===== src/logic/sac_consts.svh =====
// Register offsets, field positions, reset values and timing counts of the converter control
`ifndef SAC_CONSTS_SVH
`define SAC_CONSTS_SVH

`define SAC_ADDR_SCR      3'h0
`define SAC_ADDR_CFG      3'h1
`define SAC_ADDR_RESH     3'h2
`define SAC_ADDR_RESL     3'h3

`define SAC_SCR_FLAG      7
`define SAC_SCR_IE        6
`define SAC_SCR_CONT      5
`define SAC_SCR_CH_HI     4

`define SAC_CFG_LP        7
`define SAC_CFG_DIV_HI    6
`define SAC_CFG_DIV_LO    5
`define SAC_CFG_LSMP      4
`define SAC_CFG_MODE10    3
`define SAC_CFG_ICLK      2
`define SAC_CFG_ACLK      1

`define SAC_SCR_RESET     8'h1F
`define SAC_CFG_RESET     8'h00
`define SAC_CHANNEL_OFF   5'h1F

`define SAC_SAMPLE_SHORT  5'h03
`define SAC_SAMPLE_LONG   5'h17
`define SAC_SETTLE        2'h3
`define SAC_FIRST_TRIAL   10'h200
`define SAC_FIRST_BIT     4'h9
`define SAC_FULL_8BIT     8'hFF
`define SAC_ROUND_ADD     11'h002
`define SAC_BUS_STEP      4'h1
`define SAC_ALT_STEP      4'h4

`endif


===== src/logic/sac_pkg.sv =====
// Types of the converter control
package sac_pkg;

   typedef enum logic [2:0] {
      SAC_IDLE   = 3'b001,
      SAC_SAMPLE = 3'b010,
      SAC_TRIAL  = 3'b100
   } sac_phase_type;

   typedef struct packed {
      sac_phase_type phase;
      logic          irqEnable;
      logic          continuous;
      logic [4:0]    channel;
      logic [7:0]    cfg;
      logic [1:0]    resultHigh;
      logic [7:0]    resultLow;
      logic          completeFlag;
      logic          highReadPending;
      logic [9:0]    sar;
      logic [3:0]    bitPtr;
      logic [4:0]    tickCount;
      logic [1:0]    settle;
      logic [7:0]    readData;
      logic          compSync1;
      logic          compSync2;
   } sac_ctrl_state_type;

   typedef struct packed {
      logic       oscSync1;
      logic       oscSync2;
      logic       oscPrev;
      logic [3:0] acc;
   } sac_div_state_type;

endpackage : sac_pkg


===== src/logic/sac_clock_divider.sv =====
// Clock select and divide: turns the chosen source into converter clock ticks
`timescale 1ns/100ps
`include "sac_consts.svh"

module sac_clock_divider
   import sac_pkg::*;
(
   input  wire logic       clk,
   input  wire logic       resetn,
   input  wire logic       run,
   input  wire logic       asyncClockSelect,
   input  wire logic       inputClockSelect,
   input  wire logic [1:0] clockDivideField,
   input  wire logic       asyncOscIn,
   output logic            asyncOscEnable,
   output logic            adckTick
);

   sac_div_state_type st;
   sac_div_state_type next_st;

   always_comb begin
      logic [3:0] step;
      logic [4:0] total;
      logic [4:0] divisor;
      logic [4:0] rem;
      step    = 4'h0;
      total   = 5'h00;
      divisor = 5'h01 << clockDivideField;
      rem     = 5'h00;
      next_st = st;
      adckTick = 1'b0;
      next_st.oscSync1 = asyncOscIn;
      next_st.oscSync2 = st.oscSync1;
      next_st.oscPrev  = st.oscSync2;
      // Async source counts its own rising edges; alternate source is four per bus cycle
      if (asyncClockSelect) begin
         step = (st.oscSync2 && !st.oscPrev) ? 4'h1 : 4'h0;
      end else if (inputClockSelect) begin
         step = `SAC_BUS_STEP;
      end else begin
         step = `SAC_ALT_STEP;
      end
      total = {1'b0, st.acc} + {1'b0, step};
      if (!run) begin
         next_st.acc = 4'h0;
      end else if (total >= divisor) begin
         adckTick = 1'b1;
         rem = total - divisor;
         // At most one tick per bus cycle; faster ratios saturate here
         next_st.acc = (rem >= divisor) ? 4'(divisor - 5'h01) : rem[3:0];
      end else begin
         next_st.acc = total[3:0];
      end
   end

   always_ff @(posedge clk) begin
      if (!resetn) begin
         st <= '0;
      end else begin
         st <= next_st;
      end
   end

   // Oscillator runs only while converting with the dedicated clock selected
   assign asyncOscEnable = run && asyncClockSelect;

endmodule : sac_clock_divider


===== src/logic/sac_sar_control.sv =====
// Successive-approximation converter control with register port and result formatting
`timescale 1ns/100ps
`include "sac_consts.svh"

module sac_sar_control
   import sac_pkg::*;
(
   input  wire logic       clk,
   input  wire logic       resetn,
   input  wire logic [2:0] busAddr,
   input  wire logic [7:0] busWriteData,
   input  wire logic       busWrite,
   input  wire logic       busRead,
   output logic      [7:0] busReadData,
   input  wire logic       muxedAnalogCompare,
   input  wire logic       asyncOscIn,
   output logic      [9:0] trialCode,
   output logic            sampleEnable,
   output logic            converterPowerUp,
   output logic      [4:0] channelSelectField,
   output logic            asyncOscEnable,
   output logic            lowPowerConfig,
   output logic            conversionIrq
);

   sac_ctrl_state_type st;
   sac_ctrl_state_type next_st;

   logic       adckTick;
   logic       abortNow;
   logic       transferNow;
   logic       blocked;
   logic [9:0] finalCode;

   sac_clock_divider u_divider (
      .clk              (clk),
      .resetn           (resetn),
      .run              (st.phase != SAC_IDLE),
      .asyncClockSelect (st.cfg[`SAC_CFG_ACLK]),
      .inputClockSelect (st.cfg[`SAC_CFG_ICLK]),
      .clockDivideField (st.cfg[`SAC_CFG_DIV_HI:`SAC_CFG_DIV_LO]),
      .asyncOscIn       (asyncOscIn),
      .asyncOscEnable   (asyncOscEnable),
      .adckTick         (adckTick)
   );

   always_comb begin
      logic [9:0]  mask;
      logic [10:0] roundSum;
      logic [7:0]  rounded;
      logic        setFlag;
      logic        clearFlag;
      logic [4:0]  sampleLoad;
      mask       = 10'h001 << st.bitPtr;
      roundSum   = 11'h000;
      rounded    = 8'h00;
      setFlag    = 1'b0;
      clearFlag  = 1'b0;
      sampleLoad = st.cfg[`SAC_CFG_LSMP] ? `SAC_SAMPLE_LONG : `SAC_SAMPLE_SHORT;
      next_st    = st;
      next_st.compSync1 = muxedAnalogCompare;
      next_st.compSync2 = st.compSync1;
      next_st.readData  = 8'h00;

      abortNow = busWrite && (busAddr == `SAC_ADDR_SCR || busAddr == `SAC_ADDR_CFG);
      transferNow = 1'b0;
      // Keep the trial bit when the input is at or above the trial level
      finalCode = st.compSync2 ? st.sar : (st.sar & ~mask);
      blocked = st.cfg[`SAC_CFG_MODE10] && st.highReadPending;

      case (st.phase)
         SAC_IDLE: begin
         end
         SAC_SAMPLE: begin
            if (adckTick && !abortNow) begin
               if (st.tickCount == 5'h00) begin
                  next_st.phase  = SAC_TRIAL;
                  next_st.sar    = `SAC_FIRST_TRIAL;
                  next_st.bitPtr = `SAC_FIRST_BIT;
                  next_st.settle = `SAC_SETTLE;
               end else begin
                  next_st.tickCount = st.tickCount - 5'h01;
               end
            end
         end
         SAC_TRIAL: begin
            // Settle covers the two-stage comparator synchroniser
            if (st.settle != 2'h0) begin
               next_st.settle = st.settle - 2'h1;
            end else if (adckTick && !abortNow) begin
               if (st.bitPtr != 4'h0) begin
                  next_st.sar    = finalCode | (mask >> 1);
                  next_st.bitPtr = st.bitPtr - 4'h1;
                  next_st.settle = `SAC_SETTLE;
               end else begin
                  transferNow = 1'b1;
               end
            end
         end
         default: begin
            next_st.phase = SAC_IDLE;
         end
      endcase

      // Completion is produced on the bus clock, so the event needs no further crossing
      if (transferNow) begin
         next_st.sar = finalCode;
         if (!blocked) begin
            if (st.cfg[`SAC_CFG_MODE10]) begin
               next_st.resultHigh = finalCode[9:8];
               next_st.resultLow  = finalCode[7:0];
            end else begin
               roundSum = {1'b0, finalCode} + `SAC_ROUND_ADD;
               rounded  = roundSum[10] ? `SAC_FULL_8BIT : roundSum[9:2];
               next_st.resultHigh = 2'b00;
               next_st.resultLow  = rounded;
            end
            setFlag = 1'b1;
         end
         // A blocked transfer discards the result and converts again
         if (blocked || st.continuous) begin
            next_st.phase     = SAC_SAMPLE;
            next_st.tickCount = sampleLoad;
         end else begin
            next_st.phase = SAC_IDLE;
         end
      end

      if (busRead) begin
         case (busAddr)
            `SAC_ADDR_SCR: begin
               next_st.readData = {st.completeFlag, st.irqEnable, st.continuous, st.channel};
            end
            `SAC_ADDR_CFG: begin
               next_st.readData = st.cfg;
            end
            `SAC_ADDR_RESH: begin
               next_st.readData = {6'h00, st.resultHigh};
               if (st.cfg[`SAC_CFG_MODE10]) begin
                  next_st.highReadPending = 1'b1;
               end
            end
            `SAC_ADDR_RESL: begin
               next_st.readData = st.resultLow;
               next_st.highReadPending = 1'b0;
               clearFlag = 1'b1;
            end
            default: begin
               next_st.readData = 8'h00;
            end
         endcase
      end

      // Only software writes start conversions; there is no hardware trigger
      if (busWrite) begin
         case (busAddr)
            `SAC_ADDR_SCR: begin
               next_st.irqEnable  = busWriteData[`SAC_SCR_IE];
               next_st.continuous = busWriteData[`SAC_SCR_CONT];
               next_st.channel    = busWriteData[`SAC_SCR_CH_HI:0];
               clearFlag = 1'b1;
               if (busWriteData[`SAC_SCR_CH_HI:0] != `SAC_CHANNEL_OFF) begin
                  next_st.phase     = SAC_SAMPLE;
                  next_st.tickCount = sampleLoad;
               end else begin
                  next_st.phase = SAC_IDLE;
               end
            end
            `SAC_ADDR_CFG: begin
               next_st.cfg   = busWriteData;
               next_st.phase = SAC_IDLE;
            end
            default: begin
            end
         endcase
      end

      // A completion in the same cycle as a clear keeps the flag set
      next_st.completeFlag = setFlag || (st.completeFlag && !clearFlag);
   end

   always_ff @(posedge clk) begin
      if (!resetn) begin
         st                 <= '0;
         st.phase           <= SAC_IDLE;
         st.channel         <= `SAC_CHANNEL_OFF;
         st.cfg             <= `SAC_CFG_RESET;
      end else begin
         st <= next_st;
      end
   end

   assign busReadData        = st.readData;
   assign trialCode          = st.sar;
   assign sampleEnable       = (st.phase == SAC_SAMPLE);
   assign converterPowerUp   = (st.phase != SAC_IDLE);
   assign channelSelectField = st.channel;
   assign lowPowerConfig     = st.cfg[`SAC_CFG_LP];
   assign conversionIrq      = st.completeFlag && st.irqEnable;
endmodule : sac_sar_control


===== config.mk =====
export PLATFORM = sky130hd
export DESIGN_NAME = sac_sar_control
export DESIGN_NICKNAME = d
export VERILOG_FILES = /design/src/logic/sac_pkg.sv /design/src/logic/sac_clock_divider.sv /design/src/logic/sac_sar_control.sv
export VERILOG_INCLUDE_DIRS = /design/src /design/src/logic
export SDC_FILE = /design/constraint.sdc
export NUM_CORES = 1
export LEC_CHECK = 0
export ABC_AREA = 1
export BUFFER_PORTS_ARGS = -buffer_cell sky130_fd_sc_hd__buf_2
export CAP_MARGIN = 20
export CORE_MARGIN = 2
export CORE_UTILIZATION = 40
export CTS_BUF_LIST = sky130_fd_sc_hd__clkbuf_4 sky130_fd_sc_hd__clkbuf_8
export CTS_CLUSTER_SIZE = 10
export DETAILED_ROUTE_END_ITERATION = 8
export SYNTH_ARGS = -nofsm -noshare
export SYNTH_HDL_FRONTEND = slang
export SYNTH_SLANG_ARGS = --single-unit

===== constraint.sdc =====
create_clock -name clk -period 3.3 [get_ports clk]
set_input_delay 0.33 -clock clk [delete_from_list [all_inputs] [get_ports clk]]
set_output_delay 0.33 -clock clk [all_outputs]
set_load 0.02 [all_outputs]

Word level (Yosys, flattened, before mapping)
Cells that the tools add are included.

operators by class
  add/subtract/negate cells = 7
  $lt $le $gt $ge = 2
  eq/ne operators = 21
  shift-type cells = 2
  mux-type cells = 53
  bitwise gates (word level) = 4
  reductions and logical operators = 30

operators by type and width
  operator                                                            number
  14-bit 2-to-1 mux                                                   4
  5-bit 2-to-1 mux                                                    8
  8-bit case mux with 4 select lines                                  1
  10-bit 2-to-1 mux                                                   3
  14-bit case mux with 2 select lines                                 1
  21-bit 2-to-1 mux                                                   1
  18-bit 2-to-1 mux                                                   1
  8-bit 2-to-1 mux                                                    2
  3-bit != test, second input constant                                5
  1-bit 2-to-1 mux                                                    14
  2-bit 2-to-1 mux                                                    6
  3-bit 2-to-1 mux                                                    4
  4-bit 2-to-1 mux                                                    3
  3-bit case mux with 2 select lines                                  2
  6-bit AND reduction                                                 2
  10-bit by 2-bit adder with 11-bit output, second input constant     1
  10-bit bitwise AND                                                  1
  5-bit greater-or-equal comparator                                   2
  10-bit inverter                                                     1
  10-bit by 9-bit bitwise OR with 10-bit output                       1
  2-bit AND reduction                                                 5
  1-bit by 4-bit << shifter with 10-bit output, first input constant  1
  3-bit by 2-bit == test with 1-bit output, second input constant     3
  3-bit by 1-bit != test with 1-bit output, second input constant     3
  other kinds (26)                                                    44

storage, ports and cells
  register bits = 68
  input bits = 17
  output and inout bits = 28

Longest topological paths before layout
  depth in word-level cells = 16
  gate-level depth with buffers = 21
  mapped depth without buffers = 21

By module
A second synthesis with hierarchy kept.

second synthesis, totals
  cells, all modules = 588
  area total of the unflattened synthesis = 4,172.8 µm²

by module, submodules not included
  module             instances  cells an instance  area each (µm²)  seq. area each (µm²)
  sac_sar_control    1          479                3,373.2          1,221.2
  sac_clock_divider  1          109                799.5            140.1

Worst setup path after synthesis
No wires, ideal clock.

  path type = register -> register
  start = register st[44] (netlist bit)
  end = register u_divider.st[1] (netlist bit)
  setup time = 0.109 ns
  arrival = 2.789 ns
  data required time = 3.191 ns
  path slack = 0.402 ns
  cell stages (with the launch flop) = 21
  clock period less this slack = 2.898 ns
  cell sequence = dfxtp_1 -> nor2_1 -> a21oi_1 -> ha_1 -> ha_1 -> xor2_1 -> ha_1 -> a21oi_1 -> nand2_1 -> nand2_2 -> nand2_1 -> inv_1 -> ha_1 -> inv_1 -> o21bai_1 -> a41oi_1 -> nand2_1 -> nand2_1 -> nand3_1 -> nand2_1 -> inv_1

between the ends
  longest elaborated chain between the ends = 6
  elaborated cells between the ends (all ways) = 7
  those cells by class = 2 x add/sub; 2 x order compare; 3 x mux

RTL lines
  what                                      line                     source
  start: declaration                        sac_sar_control.sv:26    sac_ctrl_state_type st;
  start signal: assignment                  sac_sar_control.sv:189   st <= next_st;
  4-bit 2-to-1 mux *                        sac_clock_divider.sv:37  if (asyncClockSelect) begin
  4-bit by 4-bit adder with 5-bit output *  sac_clock_divider.sv:44  total = {1'b0, st.acc} + {1'b0, step};
  5-bit subtractor                          sac_clock_divider.sv:49  rem = total - divisor;
  5-bit greater-or-equal comparator         sac_clock_divider.sv:51  next_st.acc = (rem >= divisor) ? 4'(divisor - 5'h01) : rem[3:0];
  4-bit 2-to-1 mux                          sac_clock_divider.sv:51
  4-bit 2-to-1 mux *                        sac_clock_divider.sv:47  end else if (total >= divisor) begin
  end signal: assignment                    sac_clock_divider.sv:61  st <= next_st;
  end: declaration                          sac_clock_divider.sv:19  sac_div_state_type st;

Every way passes the cells marked *; elsewhere a longest branch is shown, timed or not.
A chain may end at the register's enable or synchronous reset.

Worst setup path in the final report
  start = register st[44] (netlist bit)
  end = register u_divider.st[0] (netlist bit)

Same word-level chain as after synthesis.

==> results.py <==
metrics = {
    "finish": {
        "antenna_cells": 0,
        "layout_commonest_cell": "nand2_1",
        "area_delta_synth_final_pct": 8.54,
        "nets": 681,
        "final_area_um2": 4580,
        "final_cell_mix": "nand2_1 (162), inv_1 (85), dfxtp_1 (68), nor2_1 (63), buf_2 (44)",
        "fillers": 1113,
        "drive_gt1_share_pct": 15.1,
    },
    "setup_path": {
        "crit_type": "reg2reg",
        "crit_path_max_fanout": 4,
        "r2r-end": "u_divider.st[0]$_SDFF_PN0_",
        "end_kind": "flip-flop",
        "arrival_ps": 3310,
        "cp-start-kind": "flip-flop",
        "r2r_setup_slack_ps": 300,
        "reg2regPathDepth": 15,
        "rr_startpoint": "st[44]$_SDFFE_PN0P_",
        "cp.required_ps": 3600,
    },
    "power_and_ir_drop": {
        "power_density_nw_per_um2": 385,
        "p_leak_nw": 2.24,
        "ir_drop_mv": 0.168,
    },
    "drt": {
        "antenna_left": 0,
        "num_vias": 3749,
        "routed_wl_um": 10000,
        "dr.pass1.iters": 4,
        "drc": 0,
        "vias_per_cell": 4.78,
        "wl_per_cell_um": 12.8,
        "drtIter0Drc": 163,
    },
    "global_routing": {
        "grtUsageMet1_pct": 24.0,
        "grtUsageMet3_pct": 4.44,
        "grt_busiest_layer": "met2",
        "grt_use_met2_pct": 29.1,
        "grt_max_degree": 50,
        "grt_overflow": 0,
        "grtUsageTotal_pct": 18.1,
        "grt_antenna_before_repair": 0,
        "grt_pass1_wl_um": 16600,
        "grt_pass1_vias": 3549,
    },
    "cts": {
        "cts.sinks": 68,
        "cts_root_buf": "clkbuf_8",
        "cts_buffer_depth": 2,
        "clkTransAtPathRegs_ps": 80,
        "insertion_delay_ps": 350,
        "cts_tree": "yes",
        "htree_levels": 3,
        "cts_buffers": 9,
    },
    "yosys": {
        "ys_seq_area_share_pct": 32.3,
        "netlist_instances": 625,
        "async_flop_share_pct": 0,
        "synth_area_leader_cell": "dfxtp_1",
        "synth.distinct_cells": 43,
        "synth_area_um2": 4220,
        "yosys_most_used_dff": "dfxtp_1",
        "synth_enable_flop_cells": 0,
        "ys.warnings.count": 0,
        "syn_avg_cell_area_um2": 6.75,
        "synth_fp_nets": 662,
        "synth_seq_cells": 68,
        "synthTopCellsByArea": "dfxtp_1 (32%), nand2_1 (14%), inv_1 (7.6%), ha_1 (5.6%), nor2_1 (5.6%)",
        "synth_top_area_share_pct": 32.3,
    },
    "floorplanning": {
        "die_x_um": 107,
        "die_area_um2": 11400,
        "io_pins": 45,
        "std_cell_rows": 37,
        "start_util_pct": 41.1,
        "core-area_um2": 10300,
        "die_y_um": 107,
    },
    "sta": {
        "setup_viol": 0,
        "setup_tns_ps": 0,
        "finalMaxSlewViolations": 0,
        "timing.final.hold_violations": 0,
        "min_period_ps": 3000,
        "tightest_slew_ps": 856,
        "clock_skew_ps": 6.05,
        "max_freq_mhz": 333,
        "rsz0062_at_grt": "no",
        "worst_slew_margin_rel_pct": 42.9,
        "period_share_pct": 91.1,
    },
    "placement": {
        "place.gp.congestion": 0.886,
        "postPlaceCellArea_um2": 4330,
        "dp_hpwl_um": 7520,
        "io_buffer_count": 44,
    },
    "min_path": {
        "hp-start": "asyncOscIn",
        "hold_end": "u_divider.next_st[5]$_SDFF_PN0_",
        "whs_path_depth": 3,
        "hold_path.class": "in2reg",
    },
    "run_status": {
        "outcome": "completed",
    },
    "run": {
        "maxCapViolCount": 0,
    },
}
worst max path at each step:
stage / startpoint / end / slack (ps) / depth (start not counted)
6_report: st[44]$_SDFFE_PN0P_ / u_divider.st[0]$_SDFF_PN0_ / 300 / 15
5_1_grt: st[44]$_SDFFE_PN0P_ / u_divider.st[0]$_SDFF_PN0_ / 30 / 15
4_1_cts: st[44]$_SDFFE_PN0P_ / u_divider.st[2]$_SDFF_PN0_ / 90 / 20
3_5_place_dp: st[44]$_SDFFE_PN0P_ / u_divider.st[2]$_SDFF_PN0_ / 110 / 20
3_3_place_gp: st[44]$_SDFFE_PN0P_ / u_divider.st[2]$_SDFF_PN0_ / 210 / 20
2_1_floorplan: st[44]$_SDFFE_PN0P_ / u_divider.st[1]$_SDFF_PN0_ / 400 / 20
critical path, cell delays in order (launching register included):
cell and delay, ps:
dfxtp_1 340, nor2_1 150, a21oi_1 60, ha_1 200, ha_1 330, fa_1 480
xor2_1 240, ha_1 300, a21oi_1 140, o21bai_1 80, a41oi_2 230, buf_4 160
nand3b_1 80, nand3_1 100, nand2_1 50, inv_1 40
per-stage QoR:
step	hold WS (ps)	std cells	utilization, %	power (mW)	setup slack, ps
3_5_place_dp	402	767	42.2	1.05	107
3_3_place_gp	414	767	42.2	1.04	205
5_1_grt	167	785	44.6	1.84	27.6
4_1_cts	156	783	44.1	1.76	85.5
6_report	170	785	44.6	1.76	295
2_1_floorplan	390	625	-	0.999	402
logic make-up after synthesis:
group	share of synthesized area, %
xor+xnor	2.08
simple gates	32.3
buf+inv	14.8
compound gates	12.5
fa+ha+maj	6.11
flops	32.3
routing by layer:
layer	vias to the layer above	wire [um]
met1	1684	4840
li1	1990	-
met4	0	146
met3	12	406
met2	63	4630
met5	-	0
area by class of cell:
cell class	count	area (um2)	area share [%]
inverters	91	342	7.46
clock buffers	10	138	3.00
clock inverters	6	62.6	1.37
multi-input cells	427	2260	49.4
well taps	136	170	3.71
repair buffers	47	243	5.30
flip-flops and latches	68	1360	29.7
sequential cells by signal, indices dropped and copies added, names as in the netlist:
| signal | count |
|---|---|
| st | 36 |
| u_divider.st | 5 |
| channelSelectField | 5 |
| trialCode | 10 |
| lowPowerConfig | 1 |
| busReadData | 8 |
| next_st | 1 |
| u_divider.next_st | 2 |
synthesized netlist by cell type (all sizes together) (4+ instances only):
cell type / instances
nor2: 69
xor2: 9
buf: 30
nand4: 7
a21oi: 41
inv: 91
nand3: 44
or2: 4
nand2: 171
dfxtp: 68
clkbuf: 9
o21ai: 41
ha: 19
repair_timing:
action,CTS,global route
resized for setup,0,4
hold buffers,0,0
endpoints found under the setup margin,0,4
setup buffers,0,2
power breakdown:
part           total [mW]  internal (mW)  switching [mW]
Sequential          0.842          0.833         0.00915
Combinational       0.208         0.0804           0.128
Clock               0.711          0.370           0.342
No activity file was read; power rests on OpenSTA's default activity.
